**config.mk**
```make
export PLATFORM = sky130hd
export DESIGN_NAME = uctl_top
export DESIGN_NICKNAME = d
export VERILOG_FILES = /design/src/common/uctl_pkg.sv /design/src/hdl/uctl_top.sv
export SDC_FILE = /design/constraint.sdc
export NUM_CORES = 1
export LEC_CHECK = 0
export BUFFER_PORTS_ARGS = -buffer_cell sky130_fd_sc_hd__buf_4
export CAP_MARGIN = 30
export CORE_MARGIN = 2
export CORE_UTILIZATION = 53
export DETAILED_ROUTE_END_ITERATION = 16
export MAX_ROUTING_LAYER = met4
export PLACE_DENSITY = 0.72
export SYNTH_ARGS = -nofsm -noshare
export SYNTH_HDL_FRONTEND = slang
export SYNTH_SLANG_ARGS = --single-unit
```
**constraint.sdc**
```tcl
create_clock -name clk_in -period 3.9 [get_ports clk_in]
set_input_delay 0.78 -clock clk_in [delete_from_list [all_inputs] [get_ports clk_in]]
set_output_delay 0.78 -clock clk_in [all_outputs]
set_load 0.02 [all_outputs]
```
**src/common/uctl_pkg.sv**
```systemverilog
`default_nettype none
package uctl_pkg;
   // Register byte addresses
   localparam logic [4:0] UCTL_STATUS = 5'h00;
   localparam logic [4:0] UCTL_CTRL1  = 5'h04;
   localparam logic [4:0] UCTL_CTRL2  = 5'h08;
   localparam logic [4:0] UCTL_CTRL3  = 5'h0C;
   localparam logic [4:0] UCTL_DATA   = 5'h10;
   localparam logic [4:0] UCTL_BAUD   = 5'h14;
   // uart_control_one fields
   localparam int C1_ON    = 7;
   localparam int C1_LEN   = 6;
   localparam int C1_PAR   = 5;
   localparam int C1_ODD   = 4;
   localparam int C1_STOP2 = 3;
   localparam int C1_BRK   = 2;
   localparam int C1_TX9   = 0;
   // uart_control_two fields
   localparam int C2_TXON  = 7;
   localparam int C2_RXON  = 6;
   localparam int C2_SPD   = 5;
   localparam int C2_ADDR  = 4;
   localparam int C2_WAKE  = 3;
   localparam int C2_RIE   = 2;
   localparam int C2_TX_IDLE_IRQ_ENABLE  = 1;
   localparam int C2_TX_EMPTY_IRQ_ENABLE  = 0;
   // Reset values and timing
   localparam logic [7:0] UCTL_CTRL_RST = 8'h00;
   localparam logic [7:0] UCTL_BAUD_RST = 8'h00;
   localparam logic [3:0] UCTL_BREAK_BITS = 4'hD;
   localparam int UCTL_SHIFT_HIGH = 4;
   localparam int UCTL_SHIFT_LOW  = 6;
   // Pin carrier
   typedef struct packed {
      logic tx_out;
      logic tx_oe;
      logic rxtx_out;
      logic rxtx_oe;
   } uctl_pins_s;
   typedef enum logic [2:0] {TX_IDLE, TX_START, TX_DATA, TX_PAR, TX_STOP, TX_BRK} uctl_tx_e;
   typedef enum logic [2:0] {RX_IDLE, RX_START, RX_DATA, RX_PAR, RX_STOP} uctl_rx_e;
endpackage : uctl_pkg
`default_nettype wire

```
**src/hdl/uctl_top.sv**
```systemverilog
// Overview of operation
// - Global off floats pins, disables UART
// - Disable empties buffer, resets baud counter
// - Disable clears enables/errors, sets idle flags
// - Disable aborts activity; config kept
// - Length select: 8 or 9 bits
// - Parity on/off, even or odd
// - Transmitter sends one or two stop_count_select
// - Break holds line low, thirteen bits minimum
// - Transmit off aborts, floats transmit pin
// - Receive off aborts; receive on floats shared pin
// - Speed select picks high/low baud mode
// - Address bit zero words discarded silently
// - Wake only when clock off, enabled
// - Receive/overrun raise request when enabled
// - Transmit idle raises request when enabled
// - Transmit empty raises request when enabled
// - Single wire pin role from enables
// - Bit period (divisor + 1) times 16 or 64
// - Receiver checks only one stop bit
//
// Decided for this implementation: the register addresses and the Wishbone register port.
`timescale 1ns/1ns
`default_nettype none
module uctl_top import uctl_pkg::*; (
   input  wire logic        clk_in,    // System clock
   input  wire logic        rst_n_in,  // Async reset, low
   input  wire logic        cyc_in,    // Wishbone cycle
   input  wire logic        stb_in,    // Wishbone strobe
   input  wire logic        we_in,     // Wishbone write
   input  wire logic [4:0]  adr_in,    // Byte address
   input  wire logic [3:0]  sel_in,    // Byte selects
   input  wire logic [31:0] dat_in,    // Write data
   output logic      [31:0] dat_out,   // Read data
   output logic             ack_out,   // Wishbone ack
   input  wire logic        rxtx_in,   // Shared pin level
   input  wire logic        fh_off_in, // UART clock gated off
   output uctl_pins_s       pins_out,  // Pin drives
   output logic             irq_out,   // Interrupt request
   output logic             wake_out   // Wake-up request
);
   logic [1:0]  rst_q;
   logic        rst_n;
   logic [7:0]  c1;
   logic [7:0]  c2;
   logic        single_wire_select;
   logic [7:0]  baud;
   logic        on, transmitter_on, receiver_on, acc, wr, rd, st_rd;
   logic [14:0] bit_len;
   logic [3:0]  nbits;
   uctl_tx_e    tx_st;
   logic [8:0]  tx_buf, tx_sh;
   logic        tx_full, tx_line, tx_par;
   logic [3:0]  tx_cnt;
   logic [14:0] tx_tmr;
   logic        transmit_idle_flag, txe;
   uctl_rx_e    rx_st;
   logic [8:0]  rx_sh;
   logic [3:0]  rx_cnt;
   logic [14:0] rx_tmr;
   logic        rx_par, rx_pbad, rx_q;
   logic [7:0]  rx_data;
   logic        rx9, rxav, ov, fe, pe;

   // Reset release through two flops
   always_ff @(posedge clk_in or negedge rst_n_in) begin
      if (!rst_n_in) rst_q <= 2'h0;
      else rst_q <= {rst_q[0], 1'b1};
   end
   assign rst_n = rst_q[1];

   // Enables and bit timing
   assign on    = c1[C1_ON];
   assign transmitter_on  = on & c2[C2_TXON];
   assign receiver_on  = on & c2[C2_RXON];
   assign nbits = c1[C1_LEN] ? 4'h9 : 4'h8;
   assign bit_len = c2[C2_SPD] ? ({7'h00, baud} + 15'h0001) << UCTL_SHIFT_HIGH
                               : ({7'h00, baud} + 15'h0001) << UCTL_SHIFT_LOW;

   // Bus access decode
   assign acc = cyc_in & stb_in & ack_out;
   assign wr  = acc & we_in & sel_in[0];
   assign rd  = acc & ~we_in;

   // Wishbone ack and read data
   always_ff @(posedge clk_in or negedge rst_n) begin
      if (!rst_n) begin
         ack_out <= 1'b0;
         dat_out <= 32'h00000000;
      end else begin
         ack_out <= cyc_in & stb_in & ~ack_out;
         if (cyc_in & stb_in & ~ack_out & ~we_in) begin
            unique case (adr_in)
               UCTL_STATUS: dat_out <= {24'h000000, pe, 1'b0, fe, ov,
                                        rx_st == RX_IDLE, rxav, transmit_idle_flag, txe};
               UCTL_CTRL1:  dat_out <= {24'h000000, c1[7:2], rx9, 1'b0};
               UCTL_CTRL2:  dat_out <= {24'h000000, c2};
               UCTL_CTRL3:  dat_out <= {31'h00000000, single_wire_select};
               UCTL_DATA:   dat_out <= {24'h000000, rx_data};
               UCTL_BAUD:   dat_out <= {24'h000000, baud};
               default:     dat_out <= 32'h00000000;
            endcase
         end
      end
   end

   // Status-read then data-access clear sequence
   always_ff @(posedge clk_in or negedge rst_n) begin
      if (!rst_n) st_rd <= 1'b0;
      else if (acc && adr_in == UCTL_DATA) st_rd <= 1'b0;
      else if (rd && adr_in == UCTL_STATUS) st_rd <= 1'b1;
   end

   // Control registers; global off clears enables and break
   always_ff @(posedge clk_in or negedge rst_n) begin
      if (!rst_n) begin
         c1   <= UCTL_CTRL_RST;
         c2   <= UCTL_CTRL_RST;
         single_wire_select  <= 1'b0;
         baud <= UCTL_BAUD_RST;
      end else begin
         if (wr && adr_in == UCTL_CTRL1) c1 <= {dat_in[7:2], 1'b0, dat_in[0]};
         if (wr && adr_in == UCTL_CTRL2) c2 <= dat_in[7:0];
         if (wr && adr_in == UCTL_CTRL3) single_wire_select <= dat_in[0];
         if (wr && adr_in == UCTL_BAUD) baud <= dat_in[7:0];
         if (!on) begin
            c2[C2_TXON] <= 1'b0;
            c2[C2_RXON] <= 1'b0;
            c1[C1_BRK]  <= 1'b0;
         end
      end
   end

   // Transmitter
   always_ff @(posedge clk_in or negedge rst_n) begin
      if (!rst_n) begin
         tx_st   <= TX_IDLE;
         tx_full <= 1'b0;
         tx_line <= 1'b1;
         tx_buf  <= 9'h000;
         tx_sh   <= 9'h000;
         tx_cnt  <= 4'h0;
         tx_tmr  <= 15'h0000;
         tx_par  <= 1'b0;
      end else if (!transmitter_on) begin
         tx_st   <= TX_IDLE;
         tx_full <= 1'b0;
         tx_line <= 1'b1;
         tx_tmr  <= 15'h0000;
      end else begin
         unique case (tx_st)
            TX_IDLE: begin
               if (tx_full) begin
                  tx_sh   <= tx_buf;
                  tx_full <= 1'b0;
                  tx_st   <= TX_START;
                  tx_line <= 1'b0;
                  tx_par  <= c1[C1_ODD];
                  tx_tmr  <= bit_len - 15'h0001;
               end else if (c1[C1_BRK]) begin
                  tx_st   <= TX_BRK;
                  tx_line <= 1'b0;
                  tx_cnt  <= 4'h0;
                  tx_tmr  <= bit_len - 15'h0001;
               end
            end
            default: begin
               if (tx_tmr != 15'h0000) tx_tmr <= tx_tmr - 15'h0001;
               else begin
                  tx_tmr <= bit_len - 15'h0001;
                  unique case (tx_st)
                     TX_START: begin
                        tx_st   <= TX_DATA;
                        tx_line <= tx_sh[0];
                        tx_par  <= tx_par ^ tx_sh[0];
                        tx_sh   <= tx_sh >> 1;
                        tx_cnt  <= 4'h0;
                     end
                     TX_DATA: begin
                        if (tx_cnt == nbits - 4'h1) begin
                           tx_cnt  <= 4'h0;
                           tx_st   <= c1[C1_PAR] ? TX_PAR : TX_STOP;
                           tx_line <= c1[C1_PAR] ? tx_par : 1'b1;
                        end else begin
                           tx_cnt  <= tx_cnt + 4'h1;
                           tx_line <= tx_sh[0];
                           tx_par  <= tx_par ^ tx_sh[0];
                           tx_sh   <= tx_sh >> 1;
                        end
                     end
                     TX_PAR: begin
                        tx_st   <= TX_STOP;
                        tx_line <= 1'b1;
                     end
                     TX_STOP: begin
                        if (c1[C1_STOP2] && tx_cnt == 4'h0) tx_cnt <= 4'h1;
                        else tx_st <= TX_IDLE;
                     end
                     TX_BRK: begin
                        if (tx_cnt < UCTL_BREAK_BITS) tx_cnt <= tx_cnt + 4'h1;
                        else if (!c1[C1_BRK]) begin
                           tx_st   <= TX_IDLE;
                           tx_line <= 1'b1;
                        end
                     end
                     default: tx_st <= TX_IDLE;
                  endcase
               end
            end
         endcase
         // Data write fills the holding buffer
         if (wr && adr_in == UCTL_DATA) begin
            tx_buf  <= {c1[C1_TX9], dat_in[7:0]};
            tx_full <= 1'b1;
         end
      end
   end
   assign txe   = ~tx_full;
   assign transmit_idle_flag = (tx_st == TX_IDLE) & ~tx_full & ~(transmitter_on & c1[C1_BRK]);

   // Receiver and receive flags
   always_ff @(posedge clk_in or negedge rst_n) begin
      if (!rst_n) begin
         rx_st   <= RX_IDLE;
         rx_sh   <= 9'h000;
         rx_cnt  <= 4'h0;
         rx_tmr  <= 15'h0000;
         rx_par  <= 1'b0;
         rx_pbad <= 1'b0;
         rx_data <= 8'h00;
         rx9     <= 1'b0;
         rxav    <= 1'b0;
         ov      <= 1'b0;
         fe      <= 1'b0;
         pe      <= 1'b0;
      end else if (!receiver_on) begin
         rx_st  <= RX_IDLE;
         rx_tmr <= 15'h0000;
         rxav   <= 1'b0;
         ov     <= 1'b0;
         fe     <= 1'b0;
         pe     <= 1'b0;
      end else begin
         if (rd && st_rd && adr_in == UCTL_DATA) begin
            rxav <= 1'b0;
            ov   <= 1'b0;
            fe   <= 1'b0;
            pe   <= 1'b0;
         end
         if (rx_st == RX_IDLE) begin
            if (rx_q && !rxtx_in) begin
               rx_st  <= RX_START;
               rx_tmr <= bit_len >> 1;
            end
         end else if (rx_tmr != 15'h0000) rx_tmr <= rx_tmr - 15'h0001;
         else begin
            rx_tmr <= bit_len - 15'h0001;
            unique case (rx_st)
               RX_START: begin
                  rx_st   <= rxtx_in ? RX_IDLE : RX_DATA;
                  rx_cnt  <= 4'h0;
                  rx_par  <= c1[C1_ODD];
                  rx_pbad <= 1'b0;
               end
               RX_DATA: begin
                  rx_sh  <= {rxtx_in, rx_sh[8:1]};
                  rx_par <= rx_par ^ rxtx_in;
                  rx_cnt <= rx_cnt + 4'h1;
                  if (rx_cnt == nbits - 4'h1) rx_st <= c1[C1_PAR] ? RX_PAR : RX_STOP;
               end
               RX_PAR: begin
                  rx_pbad <= rxtx_in ^ rx_par;
                  rx_st   <= RX_STOP;
               end
               RX_STOP: begin
                  rx_st <= RX_IDLE;
                  if (!(c2[C2_ADDR] && !rx_sh[8])) begin
                     if (rxav) ov <= 1'b1;
                     else begin
                        rxav    <= 1'b1;
                        rx_data <= c1[C1_LEN] ? rx_sh[7:0] : rx_sh[8:1];
                        rx9     <= c1[C1_LEN] & rx_sh[8];
                        fe      <= ~rxtx_in;
                        pe      <= rx_pbad;
                     end
                  end
               end
               default: rx_st <= RX_IDLE;
            endcase
         end
      end
   end

   // Previous pin level and wake request
   always_ff @(posedge clk_in or negedge rst_n) begin
      if (!rst_n) begin
         rx_q     <= 1'b1;
         wake_out <= 1'b0;
      end else begin
         rx_q <= rxtx_in;
         if (!fh_off_in) wake_out <= 1'b0;
         else if (c2[C2_WAKE] && rx_q && !rxtx_in) wake_out <= 1'b1;
      end
   end

   // Interrupt and pin drives
   assign irq_out = (c2[C2_RIE] & (rxav | ov)) | (c2[C2_TX_IDLE_IRQ_ENABLE] & transmit_idle_flag)
                  | (c2[C2_TX_EMPTY_IRQ_ENABLE] & txe) | wake_out;
   assign pins_out.tx_out   = tx_line;
   assign pins_out.tx_oe    = transmitter_on;
   assign pins_out.rxtx_out = tx_line;
   assign pins_out.rxtx_oe  = transmitter_on & single_wire_select & ~c2[C2_RXON];
endmodule : uctl_top
`default_nettype wire

```
==> flow_metrics.py <==
metrics = {
    "outcome": {
        "outcome": "finished, final reports clean",
    },
    "layout": {
        "final_nets": 889,
        "diodes": 0,
        "syn_to_final_growth_pct": 11.54,
        "finish.utilization_pct": 59.85,
        "drive_gt1_share_pct": 15.15,
        "nFillCells": 1178,
    },
    "worst_setup_path": {
        "cp.arrival_ns": 3.89,
        "required_ns": 4.17,
        "path_class": "reg2reg",
        "worstSetupEndpointType": "flip-flop",
        "cp-start-kind": "flip-flop",
        "path_max_fanout": 18,
    },
    "route": {
        "drc": 0,
        "dr.pass1.iters": 6,
        "vias": 6252,
        "drtIter0Drc": 510,
        "wl_per_cell_um": 18.02,
        "ant_nets": 0,
        "viasPerCell": 6.100,
        "drt-total-wl_mm": 18.47,
    },
    "timing": {
        "finalClockSkew_ns": 0.006887,
        "slew_headroom_pct": 37.60,
        "setup_tns_ns": 0,
        "min_period_ns": 3.613,
        "tightest_slew_ns": 0.9359,
        "finalCritPeriodShare_pct": 92.65,
        "setup_ws_ns": 0.2867,
        "rsz0062_at_grt": "false",
        "report.final.slew_viol_count": 0,
        "hold_viol": 0,
        "hold_ws_ns": 0.1195,
        "setup_viol": 0,
        "fmax_ghz": 0.2768,
    },
    "synth": {
        "ys_seq_area_share_pct": 43.21,
        "yosysTopAreaCellShare_pct": 42.50,
        "synth-async-reset-ratio_pct": 100.0,
        "yosys_most_used_dff": "dfrtp_1",
        "yosys-mux-area-fraction_pct": 9.213,
        "synth_compound_area_share_pct": 19.31,
        "syn_avg_cell_area_um2": 9.065,
        "synth_edf_count": 0,
        "ys_warn_count": 0,
        "synthAdderAreaFrac_pct": 1.360,
        "synthTopCellsByArea": "dfrtp_1 (42%), mux2_2 (5.8%), o21ai_0 (4.6%)",
        "synth_top_family_by_area": "compound AO/OA/AOI/OAI gates",
        "synth_top_cell_by_area": "dfrtp_1",
        "yosysUniqueCellTypes": 74,
        "ys_ff_latch": 127,
        "synthCells": 812,
        "synth_xor_area_share_pct": 2.499,
        "syn-cell-area_um2": 7361,
        "yosys.area_share.simple_pct": 18.09,
    },
    "clocking": {
        "cts_tree": "built",
        "post_cts_buffers": 0,
        "cts_buffers": 17,
        "clkTransAtPathRegs_ns": 0.06,
        "clockBufferDepth": 2,
        "htreeDepth": 4,
        "post_cts_resized": 0,
        "cts.sinks": 127,
        "holdBufCountCts": 0,
        "clk_latency_ns": 0.43,
        "cts_root_buf": "clkbuf_16",
    },
    "run": {
        "max_cap_violations": 0,
    },
    "global_route": {
        "grt_pass1_vias": 6067,
        "grt_use_total_pct": 27.25,
        "grt_pass1_wl_mm": 30.71,
        "globalRouteOverflowTotal": 0,
        "grt_max_degree": 68,
        "antenna_found_initial": 0,
    },
    "min_path": {
        "hold_path_class": "in2async",
    },
    "place": {
        "place.gp.congestion": 0.9429,
        "place_ws_ns": 0.3355,
        "hpwl_mm": 13.17,
        "port_buffers": 35,
    },
    "power_and_ir_drop": {
        "p_total_mw": 2.903,
        "leakagePower_nw": 3.715,
        "cellPowerDensity_nw_per_um2": 353.5,
        "ir_drop_uv": 344.6,
    },
    "die": {
        "die-area_um2": 14850,
        "fp-row-count": 43,
        "fp.dieW_um": 121.9,
        "start_util_pct": 53.65,
        "ioPinCount": 87,
        "fp.dieH_um": 121.9,
        "core_um2": 13720,
    },
}
layout make-up:
cell class	instances	area, um^2	area share, %
repair buffers	49	367.9	4.480
multi-input cells	616	3814	46.45
clock inverters	14	111.4	1.356
flip-flops and latches	127	3184	38.78
well taps	180	225.2	2.743
inverters	22	82.58	1.006
clock buffers	17	425.4	5.181
cells in the final DEF, fill, tap and decap left out, types with 6 or more instances in the layout:
cell       synthesis  layout
conb_1             2      25
xnor2_1           12      12
mux2i_1           25      25
o31ai_1           12      12
clkbuf_16          0      17
mux2_2            38      38
or3_1              9       9
nor2b_1           10      10
dfrtp_1          125     124
nand2_1           83      83
nor4_1             9       9
o21ai_1            8       8
xor2_1             9       9
a21oi_1           49      49
inv_1             21      21
nor2_1            66      66
nand3_1           26      26
o22ai_1            6       6
nor3_1            28      27
ha_1               8       8
buf_4             27      49
a21o_1             9       9
a22oi_1           11      11
a211oi_1           9       9
and3_1             8       8
nand2b_1          11      11
a222oi_1           8       8
o21ai_0           68      68
power breakdown:
group	leakage, nW	switching, mW	internal, mW
Combinational	1.72	0.0765	0.0355
Clock	0.256	0.626	0.815
Sequential	1.74	0.0235	1.33
final timing paths:
| path | end | slack, ns | from | depth (start not counted) |
|---|---|---|---|---|
| min in group clk_in | rst_q[1] | 0.35 | rst_q[0] | 0 |
| max reg2reg | rx_data[3] | 0.29 | rx_tmr[0] | 9 |
| max | rx_data[3] | 0.29 | rx_tmr[0] | 9 |
| min reg2reg | rst_q[1] | 0.35 | rst_q[0] | 0 |
| min | rst_q[1] | 0.12 | rst_n_in | 1 |
| max in group asynchronous | wake_out | 2.50 | rst_q[1] | 1 |
stage by stage:
| stage | cells | cell area, um^2 |
|---|---|---|
| after floorplan | 835 | 7447 |
| final | 1025 | 8210 |
| after global routing | 1025 | 8210 |
| after detailed placement | 994 | 7674 |
| after CTS | 1025 | 8210 |
| after global placement | 994 | 7674 |
cell usage after synthesis, types with 10 or more instances:
cell      instances
dfrtp_1         125
inv_1            21
nor3_1           28
nand3_1          26
o21ai_0          68
mux2i_1          25
buf_4            27
nand2b_1         11
a22oi_1          11
nor2b_1          10
clkbuf_1         37
a21oi_1          49
nand2_1          83
o31ai_1          12
mux2_2           38
nor2_1           66
xnor2_1          12
kinds of logic (layout without fill, tap and decap cells):
group,Yosys count,after routing
adder cells (fa/ha/maj),8,8
AND/OR/NAND/NOR,276,276
XOR/XNOR,21,21
buffers and inverters,92,102
other,2,25
AO/OA/AOI/OAI,223,223
flip-flops,127,127
multiplexers,63,63
sequential cells by signal, summed over array words and instances, names as in the netlist, 2 cells and up:
name     cells
rx_sh        9
c2           8
tx_sh        9
rx_st        3
baud         8
tx_cnt       4
tx_st        3
rst_q        2
tx_buf       9
c1           7
rx_data      8
dat_out      8
rx_cnt       4
tx_tmr      15
rx_tmr      15
layer usage:
layer	GRT usage (%)	vias up	part of all wire (%)
li1	-	2952	-
met1	36.28	3018	45
met2	40.57	235	47
met3	5.243	47	5.0
met4	12.28	0	3.4
met5	-	-	0
worst max-delay path, cell delays in order (launching register included):
cell and delay (ns):
dfrtp_1 0.39, inv_1 0.09, ha_1 0.21, or4b_1 0.50
or4_1 0.56, or3_4 0.44, or3_1 0.45, or2_0 0.54
nand2_1 0.19, o21ai_1 0.09
Power figures use the tool's default switching activity.
